**src/shared/gptcp_pkg.sv**
```systemverilog
// Constants, register map and mode set of the capture/compare/PWM timer.
// Assumes a 32-bit register bus with word-aligned byte addresses.
package gptcp_pkg;
    // Register byte offsets
    localparam logic [11:0] CFG_OFS = 12'h000;
    localparam logic [11:0] MODE_OFS = 12'h004;
    localparam logic [11:0] CTL_OFS = 12'h00C;
    localparam logic [11:0] IMR_OFS = 12'h018;
    localparam logic [11:0] RIS_OFS = 12'h01C;
    localparam logic [11:0] MIS_OFS = 12'h020;
    localparam logic [11:0] ICR_OFS = 12'h024;
    localparam logic [11:0] ILR_OFS = 12'h028;
    localparam logic [11:0] MATCH_OFS = 12'h030;
    localparam logic [11:0] PRE_OFS = 12'h038;
    localparam logic [11:0] CNT_OFS = 12'h048;
    // Mode register fields
    localparam int MODE_MR_LSB = 0;
    localparam int MODE_CMR_BIT = 2;
    localparam int MODE_AMS_BIT = 3;
    // Control register fields
    localparam int CTL_EN_BIT = 0;
    localparam int CTL_EVT_LSB = 2;
    localparam int CTL_RTCOVR_BIT = 4;
    localparam int CTL_INV_BIT = 6;
    // Status, mask and clear bit positions
    localparam int FLAG_TO = 0;
    localparam int FLAG_EM = 1;
    localparam int FLAG_ET = 2;
    localparam int FLAG_RTC = 3;
    // Reset and load values
    localparam logic [31:0] ILR_RST = 32'hFFFF_FFFF;
    localparam logic [31:0] MATCH_RST = 32'hFFFF_FFFF;
    localparam logic [31:0] RTC_FIRST = 32'h0000_0001;
    // Encodings
    localparam logic [2:0] CFG_32 = 3'h0;
    localparam logic [2:0] CFG_RTC = 3'h1;
    localparam int CFG_16_BIT = 2;
    localparam logic [1:0] MR_ONESHOT = 2'h1;
    localparam logic [1:0] MR_PERIODIC = 2'h2;
    localparam logic [1:0] MR_CAPTURE = 2'h3;
    localparam logic [1:0] EVT_RISE = 2'h0;
    localparam logic [1:0] EVT_FALL = 2'h1;
    localparam logic [1:0] RESP_OKAY = 2'h0;
    localparam logic [1:0] RESP_SLVERR = 2'h2;
    // RTC input rate in Hz; dividing by it gives one tick per second
    localparam int RTC_CLK_HZ = 32768;

    typedef enum logic [3:0] {
        GPTCP_OFF, GPTCP_OS32, GPTCP_PER32, GPTCP_RTC, GPTCP_OS16,
        GPTCP_PER16, GPTCP_ECNT, GPTCP_ETIME, GPTCP_PWM
    } gptcp_mode_t;
endpackage

```
**src/core/gptcp_timer.sv**
```systemverilog
// Timer with 32/16-bit one-shot, periodic, RTC, edge count, edge time
// and PWM modes behind an AXI4-Lite register slave.
// Assumes the pin input is synchronous to clk; one clock, async reset.
//
// Operation
// - Edge count stops itself at match
// - Edge time free down-counts from load value
// - Edge time captures rising or falling only
// - Capture select picks edge time; event field
// - Edge capture copies count, sets flags
// - Edge time keeps counting, reloads at zero
// - Captured value held until next edge
// - No prescaling in edge time, PWM
// - PWM selected by mode bits, period load
// - PWM reloads after zero, runs until disabled
// - PWM mode sets no status flags
// - PWM high at load, low at match
// - Load rewrite takes effect next cycle
// - Clear write clears raw and masked flag
// - One-shot stops after timeout; periodic continues
// - RTC rolls to zero at match, continues
// - Each selected edge decrements count once
//
// Register access over AXI4-Lite and the placing of the registers are this design's own decisions.
`timescale 1ns/1ps
`default_nettype none
module gptcp_timer
    import gptcp_pkg::*;
#(
    parameter int RTC_DIV = RTC_CLK_HZ
) (
    input wire logic clk,
    input wire logic rstn,
    input wire logic [11:0] s_axi_awaddr,
    input wire logic s_axi_awvalid,
    output logic s_axi_awready,
    input wire logic [31:0] s_axi_wdata,
    input wire logic [3:0] s_axi_wstrb,
    input wire logic s_axi_wvalid,
    output logic s_axi_wready,
    output logic [1:0] s_axi_bresp,
    output logic s_axi_bvalid,
    input wire logic s_axi_bready,
    input wire logic [11:0] s_axi_araddr,
    input wire logic s_axi_arvalid,
    output logic s_axi_arready,
    output logic [31:0] s_axi_rdata,
    output logic [1:0] s_axi_rresp,
    output logic s_axi_rvalid,
    input wire logic s_axi_rready,
    input wire logic capture_compare_pin_i,
    output logic capture_compare_pin_o,
    output logic capture_compare_pin_oe
);
    localparam int DIV_W = $clog2(RTC_DIV);

    function automatic logic [31:0] merge(input logic [31:0] old,
            input logic [31:0] d, input logic [3:0] s);
        logic [31:0] r;
        r = old;
        for (int i = 0; i < 4; i++) begin
            if (s[i]) begin
                r[i*8 +: 8] = d[i*8 +: 8];
            end
        end
        return r;
    endfunction

    function automatic gptcp_mode_t decode(input logic [2:0] cfg,
            input logic [3:0] md);
        logic [1:0] mr;
        mr = md[MODE_MR_LSB +: 2];
        if (cfg == CFG_RTC) begin
            return GPTCP_RTC;
        end else if (cfg == CFG_32) begin
            return mr == MR_ONESHOT ? GPTCP_OS32 :
                   mr == MR_PERIODIC ? GPTCP_PER32 : GPTCP_OFF;
        end else if (!cfg[CFG_16_BIT]) begin
            return GPTCP_OFF;
        end else if (md[MODE_AMS_BIT] && !md[MODE_CMR_BIT]
                     && mr == MR_PERIODIC) begin
            return GPTCP_PWM;
        end else if (mr == MR_CAPTURE) begin
            return md[MODE_CMR_BIT] ? GPTCP_ETIME : GPTCP_ECNT;
        end else begin
            return mr == MR_ONESHOT ? GPTCP_OS16 :
                   mr == MR_PERIODIC ? GPTCP_PER16 : GPTCP_OFF;
        end
    endfunction

    ////////////////////////////////////////////////////////////////////
    // AXI4-Lite slave
    logic aw_got_ff, w_got_ff;
    logic [11:0] awaddr_ff;
    logic [31:0] wdata_ff;
    logic [3:0] wstrb_ff;
    logic wr_go;
    logic [31:0] rd_val;
    logic rd_ok;

    assign wr_go = aw_got_ff && w_got_ff && !s_axi_bvalid;

    function automatic logic hit(input logic [11:0] a, input logic [11:0] o);
        return a[11:2] == o[11:2];
    endfunction

    always_ff @(posedge clk or negedge rstn) begin
        if (!rstn) begin
            aw_got_ff <= 1'b0;
            w_got_ff <= 1'b0;
            awaddr_ff <= 12'h000;
            wdata_ff <= 32'h0000_0000;
            wstrb_ff <= 4'h0;
            s_axi_awready <= 1'b1;
            s_axi_wready <= 1'b1;
            s_axi_bvalid <= 1'b0;
            s_axi_bresp <= RESP_OKAY;
        end else begin
            if (s_axi_awvalid && s_axi_awready) begin
                aw_got_ff <= 1'b1;
                awaddr_ff <= s_axi_awaddr;
                s_axi_awready <= 1'b0;
            end
            if (s_axi_wvalid && s_axi_wready) begin
                w_got_ff <= 1'b1;
                wdata_ff <= s_axi_wdata;
                wstrb_ff <= s_axi_wstrb;
                s_axi_wready <= 1'b0;
            end
            if (wr_go) begin
                aw_got_ff <= 1'b0;
                w_got_ff <= 1'b0;
                s_axi_bvalid <= 1'b1;
                s_axi_bresp <= wr_ok(awaddr_ff) ? RESP_OKAY : RESP_SLVERR;
            end
            if (s_axi_bvalid && s_axi_bready) begin
                s_axi_bvalid <= 1'b0;
                s_axi_awready <= 1'b1;
                s_axi_wready <= 1'b1;
            end
        end
    end

    function automatic logic wr_ok(input logic [11:0] a);
        return hit(a, CFG_OFS) || hit(a, MODE_OFS) || hit(a, CTL_OFS)
            || hit(a, IMR_OFS) || hit(a, ICR_OFS) || hit(a, ILR_OFS)
            || hit(a, MATCH_OFS) || hit(a, PRE_OFS);
    endfunction

    always_ff @(posedge clk or negedge rstn) begin
        if (!rstn) begin
            s_axi_arready <= 1'b1;
            s_axi_rvalid <= 1'b0;
            s_axi_rdata <= 32'h0000_0000;
            s_axi_rresp <= RESP_OKAY;
        end else if (s_axi_arvalid && s_axi_arready) begin
            s_axi_arready <= 1'b0;
            s_axi_rvalid <= 1'b1;
            s_axi_rdata <= rd_val;
            s_axi_rresp <= rd_ok ? RESP_OKAY : RESP_SLVERR;
        end else if (s_axi_rvalid && s_axi_rready) begin
            s_axi_rvalid <= 1'b0;
            s_axi_arready <= 1'b1;
        end
    end

    ////////////////////////////////////////////////////////////////////
    // Registers
    logic [2:0] cfg_ff;
    logic [3:0] mode_ff, imr_ff, ris_ff, set_vec, icr_clr;
    logic [6:0] ctl_ff;
    logic [31:0] ilr_ff, match_ff, cnt_ff, nxt_ilr;
    logic [7:0] pre_ff;
    logic [15:0] cap_ff;
    logic ctl_wr, ilr_wr, hw_stop;
    gptcp_mode_t cur;

    assign cur = decode(cfg_ff, mode_ff);
    assign ctl_wr = wr_go && hit(awaddr_ff, CTL_OFS);
    assign ilr_wr = wr_go && hit(awaddr_ff, ILR_OFS);
    assign nxt_ilr = merge(ilr_ff, wdata_ff, wstrb_ff);
    assign icr_clr = (wr_go && hit(awaddr_ff, ICR_OFS) && wstrb_ff[0])
        ? wdata_ff[3:0] : 4'h0;

    always_ff @(posedge clk or negedge rstn) begin
        if (!rstn) begin
            cfg_ff <= 3'h0;
            mode_ff <= 4'h0;
            imr_ff <= 4'h0;
            ilr_ff <= ILR_RST;
            match_ff <= MATCH_RST;
            pre_ff <= 8'h00;
        end else if (wr_go) begin
            if (hit(awaddr_ff, CFG_OFS)) begin
                cfg_ff <= 3'(merge({29'h0, cfg_ff}, wdata_ff, wstrb_ff));
            end
            if (hit(awaddr_ff, MODE_OFS)) begin
                mode_ff <= 4'(merge({28'h0, mode_ff}, wdata_ff, wstrb_ff));
            end
            if (hit(awaddr_ff, IMR_OFS)) begin
                imr_ff <= 4'(merge({28'h0, imr_ff}, wdata_ff, wstrb_ff));
            end
            if (ilr_wr) begin
                ilr_ff <= nxt_ilr;
            end
            if (hit(awaddr_ff, MATCH_OFS)) begin
                match_ff <= merge(match_ff, wdata_ff, wstrb_ff);
            end
            if (hit(awaddr_ff, PRE_OFS)) begin
                pre_ff <= 8'(merge({24'h0, pre_ff}, wdata_ff, wstrb_ff));
            end
        end
    end

    // A software write of the enable wins over a same-cycle hardware stop
    always_ff @(posedge clk or negedge rstn) begin
        if (!rstn) begin
            ctl_ff <= 7'h00;
        end else if (ctl_wr) begin
            ctl_ff <= 7'(merge({25'h0, ctl_ff}, wdata_ff, wstrb_ff));
        end else if (hw_stop) begin
            ctl_ff[CTL_EN_BIT] <= 1'b0;
        end
    end

    // Set wins over a same-cycle clear; masked view is derived on read
    always_ff @(posedge clk or negedge rstn) begin
        if (!rstn) begin
            ris_ff <= 4'h0;
        end else begin
            ris_ff <= (ris_ff & ~icr_clr) | set_vec;
        end
    end

    always_comb begin
        rd_ok = 1'b1;
        rd_val = 32'h0000_0000;
        case (s_axi_araddr[11:2])
            CFG_OFS[11:2]: rd_val = {29'h0, cfg_ff};
            MODE_OFS[11:2]: rd_val = {28'h0, mode_ff};
            CTL_OFS[11:2]: rd_val = {25'h0, ctl_ff};
            IMR_OFS[11:2]: rd_val = {28'h0, imr_ff};
            RIS_OFS[11:2]: rd_val = {28'h0, ris_ff};
            MIS_OFS[11:2]: rd_val = {28'h0, ris_ff & imr_ff};
            ICR_OFS[11:2]: rd_val = 32'h0000_0000;
            ILR_OFS[11:2]: rd_val = ilr_ff;
            MATCH_OFS[11:2]: rd_val = match_ff;
            PRE_OFS[11:2]: rd_val = {24'h0, pre_ff};
            CNT_OFS[11:2]: rd_val = cur == GPTCP_ETIME ? {16'h0, cap_ff}
                                                       : cnt_ff;
            default: rd_ok = 1'b0;
        endcase
    end

    ////////////////////////////////////////////////////////////////////
    // Counting
    logic en_q_ff, pin_q_ff, plvl_ff;
    logic [7:0] ps_ff;
    logic [DIV_W-1:0] div_ff;
    logic run, start, act, is16, rise, fall, ecnt_edge, etime_edge;
    logic dec_tick, rtc_tick, zero, em_hit, os_pre, nxt_plvl;
    logic [31:0] ld_cur, ld_new, cnt_dec;
    logic [1:0] evt;

    assign run = ctl_ff[CTL_EN_BIT];
    assign start = run && !en_q_ff;
    assign act = run && !start;
    assign is16 = cfg_ff[CFG_16_BIT];
    assign ld_cur = is16 ? {16'h0, ilr_ff[15:0]} : ilr_ff;
    assign ld_new = is16 ? {16'h0, nxt_ilr[15:0]} : nxt_ilr;
    assign cnt_dec = cnt_ff - 32'h0000_0001;
    assign zero = cnt_ff == 32'h0000_0000;
    assign evt = ctl_ff[CTL_EVT_LSB +: 2];
    // Edges are seen one clock after the pin moves; relies on each level
    // lasting at least one clock so no edge is missed.
    assign rise = capture_compare_pin_i && !pin_q_ff;
    assign fall = !capture_compare_pin_i && pin_q_ff;
    assign ecnt_edge = evt == EVT_RISE ? rise : evt == EVT_FALL ? fall
                                              : rise || fall;
    assign etime_edge = evt == EVT_RISE ? rise
                      : evt == EVT_FALL ? fall : 1'b0;
    assign os_pre = cur == GPTCP_OS16 || cur == GPTCP_PER16;
    assign dec_tick = os_pre ? ps_ff == 8'h00 : 1'b1;
    assign rtc_tick = rise && div_ff == DIV_W'(RTC_DIV - 1);
    assign em_hit = cnt_dec == {16'h0, match_ff[15:0]};

    always_comb begin
        set_vec = 4'h0;
        if (act) begin
            case (cur)
                GPTCP_OS32, GPTCP_PER32, GPTCP_OS16, GPTCP_PER16:
                    set_vec[FLAG_TO] = zero;
                GPTCP_ECNT: set_vec[FLAG_EM] = ecnt_edge && em_hit;
                GPTCP_ETIME: set_vec[FLAG_ET] = etime_edge;
                GPTCP_RTC: set_vec[FLAG_RTC] = rtc_tick && cnt_ff == match_ff;
                default: set_vec = 4'h0;
            endcase
        end
    end
    assign hw_stop = set_vec[FLAG_EM] || (set_vec[FLAG_TO]
        && (cur == GPTCP_OS32 || cur == GPTCP_OS16));

    always_ff @(posedge clk or negedge rstn) begin
        if (!rstn) begin
            en_q_ff <= 1'b0;
            pin_q_ff <= 1'b0;
        end else begin
            en_q_ff <= run;
            pin_q_ff <= capture_compare_pin_i;
        end
    end

    always_ff @(posedge clk or negedge rstn) begin
        if (!rstn) begin
            cnt_ff <= ILR_RST;
        end else if (start) begin
            cnt_ff <= cur == GPTCP_RTC ? RTC_FIRST : ld_cur;
        end else if (act) begin
            case (cur)
                GPTCP_RTC: begin
                    if (rtc_tick) begin
                        cnt_ff <= cnt_ff == match_ff ? 32'h0000_0000
                                : cnt_ff + 32'h0000_0001;
                    end
                end
                GPTCP_ECNT: begin
                    if (ecnt_edge) begin
                        cnt_ff <= em_hit ? ld_cur : cnt_dec;
                    end
                end
                GPTCP_OFF: cnt_ff <= cnt_ff;
                default: begin
                    if (ilr_wr) begin
                        cnt_ff <= ld_new;
                    end else if (zero) begin
                        cnt_ff <= ld_cur;
                    end else if (dec_tick) begin
                        cnt_ff <= cnt_dec;
                    end
                end
            endcase
        end
    end

    always_ff @(posedge clk or negedge rstn) begin
        if (!rstn) begin
            ps_ff <= 8'h00;
            div_ff <= '0;
        end else begin
            if (start || zero || !os_pre) begin
                ps_ff <= pre_ff;
            end else if (act) begin
                ps_ff <= ps_ff == 8'h00 ? pre_ff : ps_ff - 8'h01;
            end
            if (start || cur != GPTCP_RTC) begin
                div_ff <= '0;
            end else if (rise) begin
                div_ff <= rtc_tick ? '0 : div_ff + DIV_W'(1);
            end
        end
    end

    // Capture register holds until the next selected edge
    always_ff @(posedge clk or negedge rstn) begin
        if (!rstn) begin
            cap_ff <= 16'hFFFF;
        end else if (set_vec[FLAG_ET]) begin
            cap_ff <= cnt_ff[15:0];
        end
    end

    // Start value wins if load and match are equal
    always_comb begin
        nxt_plvl = plvl_ff;
        if (cnt_ff == ld_cur) begin
            nxt_plvl = 1'b1;
        end else if (cnt_ff == {16'h0, match_ff[15:0]}) begin
            nxt_plvl = 1'b0;
        end
    end

    always_ff @(posedge clk or negedge rstn) begin
        if (!rstn) begin
            plvl_ff <= 1'b0;
            capture_compare_pin_o <= 1'b0;
            capture_compare_pin_oe <= 1'b0;
        end else begin
            plvl_ff <= cur == GPTCP_PWM && run ? nxt_plvl : 1'b0;
            capture_compare_pin_oe <= cur == GPTCP_PWM;
            capture_compare_pin_o <= cur == GPTCP_PWM
                && ((run && nxt_plvl) ^ ctl_ff[CTL_INV_BIT]);
        end
    end

    // Clear bits that no same-cycle set overrides
    logic [3:0] clr_eff;
    assign clr_eff = icr_clr & ~set_vec;
endmodule
`default_nettype wire

```
**config.mk**
```make
export PLATFORM = sky130hd
export DESIGN_NAME = gptcp_timer
export DESIGN_NICKNAME = d
export VERILOG_FILES = /design/src/shared/gptcp_pkg.sv /design/src/core/gptcp_timer.sv
export SDC_FILE = /design/constraint.sdc
export NUM_CORES = 1
export LEC_CHECK = 0
export ABC_AREA = 1
export CAP_MARGIN = 20
export CORE_ASPECT_RATIO = 0.6
export CORE_MARGIN = 2
export CORE_UTILIZATION = 39
export CTS_BUF_LIST = sky130_fd_sc_hd__clkbuf_8
export CTS_CLUSTER_SIZE = 20
export DETAILED_ROUTE_END_ITERATION = 12
export DONT_BUFFER_PORTS = 1
export PLACE_DENSITY = 0.59
export SLEW_MARGIN = 10
export SYNTH_ARGS = -nofsm -noshare
export SYNTH_HDL_FRONTEND = slang
export SYNTH_SLANG_ARGS = --single-unit
```
**constraint.sdc**
```tcl
create_clock -name clk -period 6.7 [get_ports clk]
set_input_delay 0.335 -clock clk [delete_from_list [all_inputs] [get_ports clk]]
set_output_delay 0.335 -clock clk [all_outputs]
set_load 0.01 [all_outputs]
```
==> flow_summary.yaml, run 1 <==
logic_synthesis:
  yosys.cell_types.count: 55
  syn-cell-area_sq_um: 17200
  syn_avg_cell_area_sq_um: 6.91
  synthFlopType: "dfrtp_1"
  yosysTopAreaCell: "dfrtp_1"
  synth.top_cell.area_share_pct: 20.6
  synthArstFlopShare_pct: 100
  synth_warnings: 0
  synthCells: 2495
  synth_area_leaders: "dfrtp_1 (21%), dfstp_2 (18%), nand2_1 (16%), o21ai_0 (8.8%), inv_1 (5.7%)"
  synth_edf_count: 0
  synth_common_cells: "nand2_1 (740), o21ai_0 (304), inv_1 (264)"
  ys_seq_area_share_pct: 38.1
  ys_ff_latch: 257
  synth_most_common_cell: "nand2_1"
worst_setup_path:
  cp.required_ps: 7240
  ff2ff_path_depth: 13
  endpoint_kind: "register"
  critPathKind: "register to register"
  reg2reg_slack_ps: 2620
  cp_max_fo: 64
  r2r-end: "cnt_ff[24]$_DFFE_PN1P_"
  slowest_delay_ps: 740
  cpMostUsedCell: "nand2_1"
  r2r_start: "cnt_ff[0]$_DFFE_PN1P_"
  cp.buffers_inverters: 3
  cpLargestDelayFamily: "buffers and inverters"
  path_cells: "clkinv_2, ha_1, nand2_4, nor2_8, nand4_1, nand3_1, a31oi_1, inv_2, o21ai_4, buf_4, nor2_1, nand2_1, nand2_1"
  cp-start-kind: "register"
  cp.arrival_ps: 4630
  slowest_stage: "dfstp_2"
final_layout:
  multi_input_area_sq_um: 9000
  fin_cells: 3115
  fillers: 4537
  seqCellArea_sq_um: 6580
  fin_area_sq_um: 19000
  nNetsFinal: 2574
  drive_gt1_share_pct: 11.4
  area_growth_pct: 10.4
route:
  num_vias: 17400
  wl_per_cell_um: 22.4
  antenna_left: 0
  wl_um: 69900
  drt-initial-drc-count: 2375
  vias_per_cell: 5.59
  dr.pass1.iters: 6
  drc: 0
global_route:
  grt_usage_pct: 30.3
  grt_start_max_net_pins: 258
  grt_overflow: 0
  antenna_found_initial: 1
  grt_pass1_vias: 15800
  grt_first_pass_wirelength_um: 103000
cts:
  clockBufferDepth: 3
  cts_tree: "done"
  insertion_delay_ps: 630
  cts_made_buffers: 45
  cts_setup_buffers: 0
  htreeDepth: 2
  cts_num_sinks: 257
  path_clk_slew_ps: 70
  clock-root-buffer: "clkbuf_8"
floorplan:
  core-area_sq_um: 43500
  fp.dieW_um: 275
  die-area_sq_um: 46000
  fp-row-count: 59
  ioPinCount: 111
  start_util_pct: 39.7
  fp.dieH_um: 167
worst_hold_path:
  hp-class: "input port to register"
  whs_path_depth: 2
  hp-start: "s_axi_wdata[31]"
  min_delay_worst_endpoint: "wdata_ff[31]$_DFFE_PN0P_"
pwr:
  max-vdd-ir-drop_mv: 0.189
  p_per_area_nw_per_um2: 372
  leakage_nw: 8.61
timing:
  rsz0062_at_grt: "false"
  worst_clock_skew_ps: 43.7
  finalCritPeriodShare_pct: 61.0
  worstMarginPinSlew_ps: 1120
  setup_violations: 0
  max_freq_ghz: 0.245
  post-route-min-period_ps: 4080
  relSlewSlack_pct: 24.4
  final-hold-violation-count: 0
  tns_ps: 0
  slew_viol_final: 0
run_status:
  outcome: "complete, no violations"
placed_design:
  placed_cells: 2976
  place_area_sq_um: 17500
  dpl.hpwl_um: 51800
  gp_congestion: 1.00
  port_buffers: 0
job:
  cap_violations: 0
==> worst max path at each step <==
stage,end,cells after the start,start,slack [ps]
floorplan,cnt_ff[23]$_DFFE_PN1P_,19,cnt_ff[0]$_DFFE_PN1P_,4200
global placement,cnt_ff[24]$_DFFE_PN1P_,13,cnt_ff[0]$_DFFE_PN1P_,2760
detailed placement,cnt_ff[24]$_DFFE_PN1P_,13,cnt_ff[0]$_DFFE_PN1P_,2750
CTS,cnt_ff[24]$_DFFE_PN1P_,13,cnt_ff[0]$_DFFE_PN1P_,2710
global route,cnt_ff[24]$_DFFE_PN1P_,13,cnt_ff[0]$_DFFE_PN1P_,2300
finish,cnt_ff[24]$_DFFE_PN1P_,13,cnt_ff[0]$_DFFE_PN1P_,2620
==> registers in the layout, summed over array words and instances, names as in the netlist, 3 cells and up <==
signal       flops
ps_ff            8
ris_ff           4
div_ff          15
pre_ff           8
match_ff        32
wdata_ff        32
ctl_ff           7
awaddr_ff       10
cnt_ff          32
cap_ff          16
cfg_ff           3
imr_ff           4
s_axi_rdata     32
mode_ff          4
ilr_ff          32
wstrb_ff         4
==> metrics by stage <==
stage          setup slack [ps]  util (%)  hold WS (ps)  power [mW]
6_report                   2620      43.8          45.5        7.08
5_1_grt                    2300      43.8          89.6        7.51
4_1_cts                    2710      43.7          17.0        6.96
3_5_place_dp               2750      40.3          46.4        5.34
3_3_place_gp               2760      40.3          48.8        5.30
2_1_floorplan              4200         -          39.4        4.42
==> area by class of cell <==
cell class / instances / area share, %
Clock buffer: 55 / 3.98
Inverter: 276 / 5.45
Clock inverter: 28 / 0.874
Timing Repair Buffer: 81 / 4.10
Tap cell: 579 / 3.80
Multi-Input combinational cell: 1838 / 47.3
Sequential cell: 257 / 34.5
Antenna cell: 1 / 0.0131
==> cell families after synthesis <==
| kind of cell | synth area share, % |
|---|---|
| other | 0.0217 |
| buffers and inverters | 9.83 |
| XOR/XNOR | 4.35 |
| AND/OR/NAND/NOR | 32.3 |
| adder cells (fa/ha/maj) | 0.508 |
| flip-flops | 38.1 |
| AO/OA/AOI/OAI | 14.8 |
==> timing repair <==
item                                   4_1_cts  5_1_grt
endpoints found under the hold margin      308        0
resized for setup                            0        0
hold buffers                                54        0
==> per-layer routing <==
metal | routed length [um] | global-route usage, % | vias up
met4 | 809 | 4.16 | 2
met1 | 33300 | 47.9 | 8203
met5 | 158 | 2.42 | -
met3 | 12500 | 17.9 | 78
met2 | 23100 | 33.5 | 1018
li1 | - | - | 8105
==> layout by cell type, fill, tap and decap left out, drive strengths merged, types with 2 or more instances in the layout <==
cell type and instances:
nor2 269, dlygate4sd3 53, or2 2, and3 3
clkinvlp 2, a31oi 23, a211oi 8, nand4 50
conb 2, a221oi 9, nand3b 6, buf 28
nor3 44, o311ai 2, nand3 132, clkinv 10
o221ai 6, a311oi 2, ha 7, o41ai 2
clkbuf 55, o211ai 13, dfrtp 142, nor4 18
dfstp 115, o21ai 314, o22ai 23, xor2 72
nand2 753, xnor2 12, o2111ai 2, a21oi 56
inv 291, a21o 2
==> report_power, final <==
part           internal (mW)  switching (mW)
Sequential              1.89           0.539
Combinational          0.903            2.23
Clock                  0.789           0.732
Total                   3.58            3.50
(Power assumes the default switching activity.)
==> run 2: changes to the inputs <==
--- a/config.mk
+++ b/config.mk
@@ -14,7 +14,7 @@
 export CTS_CLUSTER_SIZE = 20
 export DETAILED_ROUTE_END_ITERATION = 12
 export DONT_BUFFER_PORTS = 1
-export PLACE_DENSITY = 0.59
+export PLACE_DENSITY = 0.61
 export SLEW_MARGIN = 10
 export SYNTH_ARGS = -nofsm -noshare
 export SYNTH_HDL_FRONTEND = slang
==> constraint.sdc (replaced) <==
create_clock -name clk -period 3.41 [get_ports clk]
set_input_delay 0.1705 -clock clk [delete_from_list [all_inputs] [get_ports clk]]
set_output_delay 0.1705 -clock clk [all_outputs]
set_load 0.01 [all_outputs]
==> flow_summary.yaml, run 2 (synthesis results as in run 1) <==
run_status:
  outcome: "complete, but fails checks"
  failed_checks: "negative hold slack"
floorplan:
  start_util_pct: 39.7
  core-area_sq_um: 43500
  ioPinCount: 111
  die-area_sq_um: 46000
  fp.dieW_um: 275
  fp-row-count: 59
  fp.dieH_um: 167
pwr:
  max-vdd-ir-drop_mv: 0.364
  leakage_nw: 8.77
  switching_power_mw: 6.81
  combPwrFrac_pct: 45.5
  pwr-share-seq_pct: 33.6
  p_per_area_nw_per_um2: 722
  intPower_mw: 7.14
  p_sw_share_pct: 48.8
  clock_power_share_pct: 20.8
global_route:
  grt_pass1_vias: 15800
  grt_overflow: 0
  grt_first_pass_wirelength_um: 106000
  grt_start_max_net_pins: 258
  antenna_found_initial: 2
  grt_usage_pct: 31.3
cts:
  cts_hold_buf: 57
  cts_resized: 0
  clock-root-buffer: "clkbuf_8"
  path_clk_slew_ps: 70
  cts_made_buffers: 43
  insertion_delay_ps: 620
  cts_tree: "done"
  cts_setup_buffers: 0
  clockBufferDepth: 3
  htreeDepth: 2
  cts_num_sinks: 257
route:
  wl_um: 72600
  dr.pass1.iters: 6
  wl_per_cell_um: 23.1
  drt-initial-drc-count: 2657
  antenna_left: 0
  vias_per_cell: 5.65
  num_vias: 17800
  drc: 0
timing:
  final-hold-violation-count: 257
  worst_clock_skew_ps: 46.3
  tns_ps: 0
  relSlewSlack_pct: 30.4
  slew_viol_final: 0
  worstMarginPinSlew_ps: 1030
  post-route-min-period_ps: 3350
  whs_ps: -737
  finalCritPeriodShare_pct: 98.3
  setup_violations: 0
  max_freq_ghz: 0.298
  rsz0062_at_grt: "false"
worst_setup_path:
  cp_max_fo: 21
  cp-start-kind: "register"
  path_cells: "inv_1, nand2_1, nor2_2, inv_1, buf_4, o21ai_2, nor2_1, inv_1, buf_4, a211oi_1, nor2_1, nand2_1, nand2_1, nand2_1"
  cpMostUsedCell: "nand2_1"
  cp.required_ps: 3960
  slowest_stage: "nor2_1"
  critPathKind: "register to register"
  endpoint_kind: "register"
  cp.arrival_ps: 3900
  ff2ff_path_depth: 14
  slowest_delay_ps: 560
final_layout:
  layout_common_cells: "nand2_1 (740), o21ai_0 (304), inv_1 (279)"
  layout_commonest_cell: "nand2_1"
  nNetsFinal: 2609
  final_core_util_pct: 44.4
  area_growth_pct: 12.0
  drive_gt1_share_pct: 12.4
  fin_area_sq_um: 19300
placed_design:
  place_area_sq_um: 17900
  port_buffers: 0
  gp_congestion: 1.03
  dpl.hpwl_um: 55300
worst_hold_path:
  hp-class: "input port to async pin"
job:
  cap_violations: 0
-- run 2: cell count changes in the layout (fill, tap and decap cells not counted) --
cell | before | now
nand3_2 | 13 | 12
buf_16 | 2 | 0
clkbuf_8 | 55 | 53
buf_4 | 26 | 55
inv_12 | 1 | 0
buf_12 | 0 | 6
dlygate4sd3_1 | 53 | 57
inv_1 | 281 | 279
nand3_1 | 119 | 120
-- run 2: worst paths after layout --
check                                          start                    endpoint  slack, ps
max                            cfg_ff[2]$_DFFE_PN0P_       cnt_ff[7]$_DFFE_PN1P_         60
min                                             rstn  s_axi_rdata[2]$_DFFE_PN0P_       -740
max reg2reg                    cfg_ff[2]$_DFFE_PN0P_       cnt_ff[7]$_DFFE_PN1P_         60
min reg2reg                awaddr_ff[11]$_DFFE_PN0P_   awaddr_ff[11]$_DFFE_PN0P_        470
max in group asynchronous                       rstn    wdata_ff[11]$_DFFE_PN0P_       3400
min in group clk                     s_axi_araddr[2]  s_axi_rresp[1]$_DFFE_PN0P_         60
-- run 2: metrics by stage --
stage | total power, mW | setup WS, ps | cells | hold slack (ps)
6_report | 13.9 | 59.3 | 3147 | -737
5_1_grt | 14.8 | 7.80 | 3147 | -766
4_1_cts | 13.7 | 269 | 3146 | -762
3_5_place_dp | 10.6 | 283 | 3011 | -110
3_3_place_gp | 10.7 | 312 | 3011 | -109
2_1_floorplan | 8.68 | 914 | 2496 | -125
-- run 2: power groups by stage --
stage                     logic, mW  registers, mW  clock network, mW
after floorplan                4.70           3.98                  0
after global placement         6.00           4.67                  0
after detailed placement       5.98           4.66                  0
after CTS                      6.08           4.62               2.96
after global routing           6.92           4.74               3.13
final                          6.35           4.69               2.90
-- run 2: final cells by class --
type / count / area [sq um]
Clock buffer: 53 / 729
Multi-Input combinational cell: 1838 / 8990
Tap cell: 579 / 724
Timing Repair Buffer: 118 / 1100
Clock inverter: 25 / 143
Antenna cell: 1 / 2.50
Fill cell: 4482 / 24200
Inverter: 276 / 1040
Sequential cell: 257 / 6580
-- run 2: routing by layer --
layer / global-route usage, % / share of wire [%]
met1: 53.2 / 50
met2: 34.5 / 33
met3: 13.6 / 16
met4: 4.04 / 1.1
met5: 0 / 0
-- run 2: critical path, delay by kind of cell, from the launching register on --
kind	cells	cell delay [ps]
AO/OA/AOI/OAI	2	390
buffers and inverters	5	1400
flip-flops	1	510
AND/OR/NAND/NOR	7	1020
==> run 3: changes to the inputs <==
--- a/config.mk
+++ b/config.mk
@@ -6,8 +6,7 @@
 export NUM_CORES = 1
 export LEC_CHECK = 0
 export ABC_AREA = 1
-export CAP_MARGIN = 20
-export CORE_ASPECT_RATIO = 0.6
+export CAP_MARGIN = 10
 export CORE_MARGIN = 2
 export CORE_UTILIZATION = 39
 export CTS_BUF_LIST = sky130_fd_sc_hd__clkbuf_8
==> flow_summary.yaml, run 3 (synthesis results as in run 1) <==
run_status:
  outcome: "complete, but fails checks"
  failed_checks: "negative hold slack"
pwr:
  leakage_nw: 8.77
  max-vdd-ir-drop_mv: 0.429
  p_per_area_nw_per_um2: 706
cts:
  htreeDepth: 2
  cts_hold_buf: 58
  clockBufferDepth: 3
  cts_setup_buffers: 0
  cts_num_sinks: 257
  clock-root-buffer: "clkbuf_8"
  cts_tree: "done"
  cts_made_buffers: 46
  insertion_delay_ps: 650
  cts_resized: 0
  path_clk_slew_ps: 60
placed_design:
  gp_congestion: 0.975
  dp_slack_ps: 271
  place_area_sq_um: 17800
  port_buffers: 0
  dpl.hpwl_um: 48200
worst_setup_path:
  cp-start-kind: "register"
  r2r_start: "cfg_ff[2]$_DFFE_PN0P_"
  cpMostUsedCell: "nand2_1"
  endpoint_kind: "register"
  slowest_stage: "nor2_1"
  cpLargestDelayFamily: "simple AND/OR/NAND/NOR gates"
  ff2ff_path_depth: 14
  critPathKind: "register to register"
  path_cells: "inv_1, nand2_1, nor2_2, inv_1, nand3_1, o21ai_2, nor2_1, inv_1, buf_4, a211oi_1, nor2_1, nand2_1, nand2_1, nand2_1"
  r2r-end: "cnt_ff[10]$_DFFE_PN1P_"
  slowest_delay_ps: 550
  cp.buffers_inverters: 4
  cp_max_fo: 10
  cp.required_ps: 3990
  cp.arrival_ps: 3760
  reg2reg_slack_ps: 230
global_route:
  grt_pass1_vias: 16500
  top_usage_layer: "met2"
  grt_overflow: 0
  use_met2_pct: 42.3
  use_met3_pct: 5.91
  grt_usage_pct: 28.7
  met1_usage_pct: 42.2
  antenna_found_initial: 1
  grt_start_max_net_pins: 258
  grt_first_pass_wirelength_um: 101000
floorplan:
  core-area_sq_um: 43900
  fp.dieW_um: 214
  start_util_pct: 39.2
  die-area_sq_um: 45900
  fp.dieH_um: 214
  ioPinCount: 111
  fp-row-count: 77
route:
  drt-initial-drc-count: 1742
  num_vias: 17300
  drc: 0
  wl_um: 66500
  vias_per_cell: 5.46
  antenna_left: 0
  wl_per_cell_um: 21.0
  dr.pass1.iters: 6
job:
  cap_violations: 0
timing:
  slew_viol_final: 0
  post-route-min-period_ps: 3180
  final-hold-violation-count: 257
  finalCritPeriodShare_pct: 93.2
  max_freq_ghz: 0.315
  worst_slack_ps: 233
  worst_clock_skew_ps: 44.9
  tns_ps: 0
  whs_ps: -752
  worstMarginPinSlew_ps: 905
  relSlewSlack_pct: 39.6
  setup_violations: 0
  rsz0062_at_grt: "false"
final_layout:
  num_antenna_cells: 0
  layout_commonest_cell: "nand2_1"
  fillers: 4646
  drive_gt1_share_pct: 12.4
  fin_area_sq_um: 19300
  area_growth_pct: 12.0
  nNetsFinal: 2609
  layout_common_cells: "nand2_1 (739), o21ai_0 (304), inv_1 (283)"
worst_hold_path:
  hp-class: "input port to async pin"
run 3: final cells by class:
class	count	area (sq um)	share of cell area, %
clock buffer	51	702	3.64
sequential	257	6580	34.1
timing repair buffer	115	1030	5.35
clock inverter	34	215	1.11
inverter	276	1040	5.37
multi-input combinational	1838	9000	46.6
tap	592	741	3.84
run 3: worst reg2reg max path, delay by kind of cell, from the launching register on:
family,cells,cell delay [ps]
buffers and inverters,4,1190
AO/OA/AOI/OAI,2,320
AND/OR/NAND/NOR,8,1260
flip-flops,1,370
run 3: metal layers:
layer | vias up | part of all wire [%] | wire, um
met4 | 0 | 2.6 | 1730
met3 | 100 | 8.7 | 5810
li1 | 8176 | - | -
met1 | 8227 | 46 | 30700
met2 | 777 | 43 | 28300
met5 | - | 0 | 0
run 3: how the worst max path moves through the flow:
stage / startpoint / to / slack [ps] / cells after the start
after global routing: cnt_ff[1]$_DFFE_PN1P_ / cnt_ff[14]$_DFFE_PN1P_ / 70 / 19
after CTS: cfg_ff[2]$_DFFE_PN0P_ / cnt_ff[10]$_DFFE_PN1P_ / 270 / 14
after detailed placement: cfg_ff[2]$_DFFE_PN0P_ / cnt_ff[10]$_DFFE_PN1P_ / 270 / 14
after floorplan: cnt_ff[0]$_DFFE_PN1P_ / cnt_ff[23]$_DFFE_PN1P_ / 910 / 19
after global placement: cfg_ff[2]$_DFFE_PN0P_ / cnt_ff[10]$_DFFE_PN1P_ / 320 / 14
final: cfg_ff[2]$_DFFE_PN0P_ / cnt_ff[10]$_DFFE_PN1P_ / 230 / 14
run 3: where the power goes:
group | internal, mW | switching (mW) | leakage, nW | total [mW]
combinational | 1.91 | 4.20 | 5.17 | 6.12
sequential | 3.71 | 0.850 | 3.06 | 4.56
clock | 1.54 | 1.42 | 0.539 | 2.96
run 3: stage by stage:
| step | instances | utilization [%] | power, mW | hold slack [ps] |
|---|---|---|---|---|
| after floorplan | 2496 | - | 8.68 | -125 |
| after global placement | 3020 | 40.5 | 10.4 | -118 |
| after detailed placement | 3020 | 40.5 | 10.5 | -119 |
| after CTS | 3163 | 43.9 | 13.6 | -824 |
| after global routing | 3163 | 43.9 | 14.6 | -804 |
| final | 3163 | 43.9 | 13.6 | -752 |
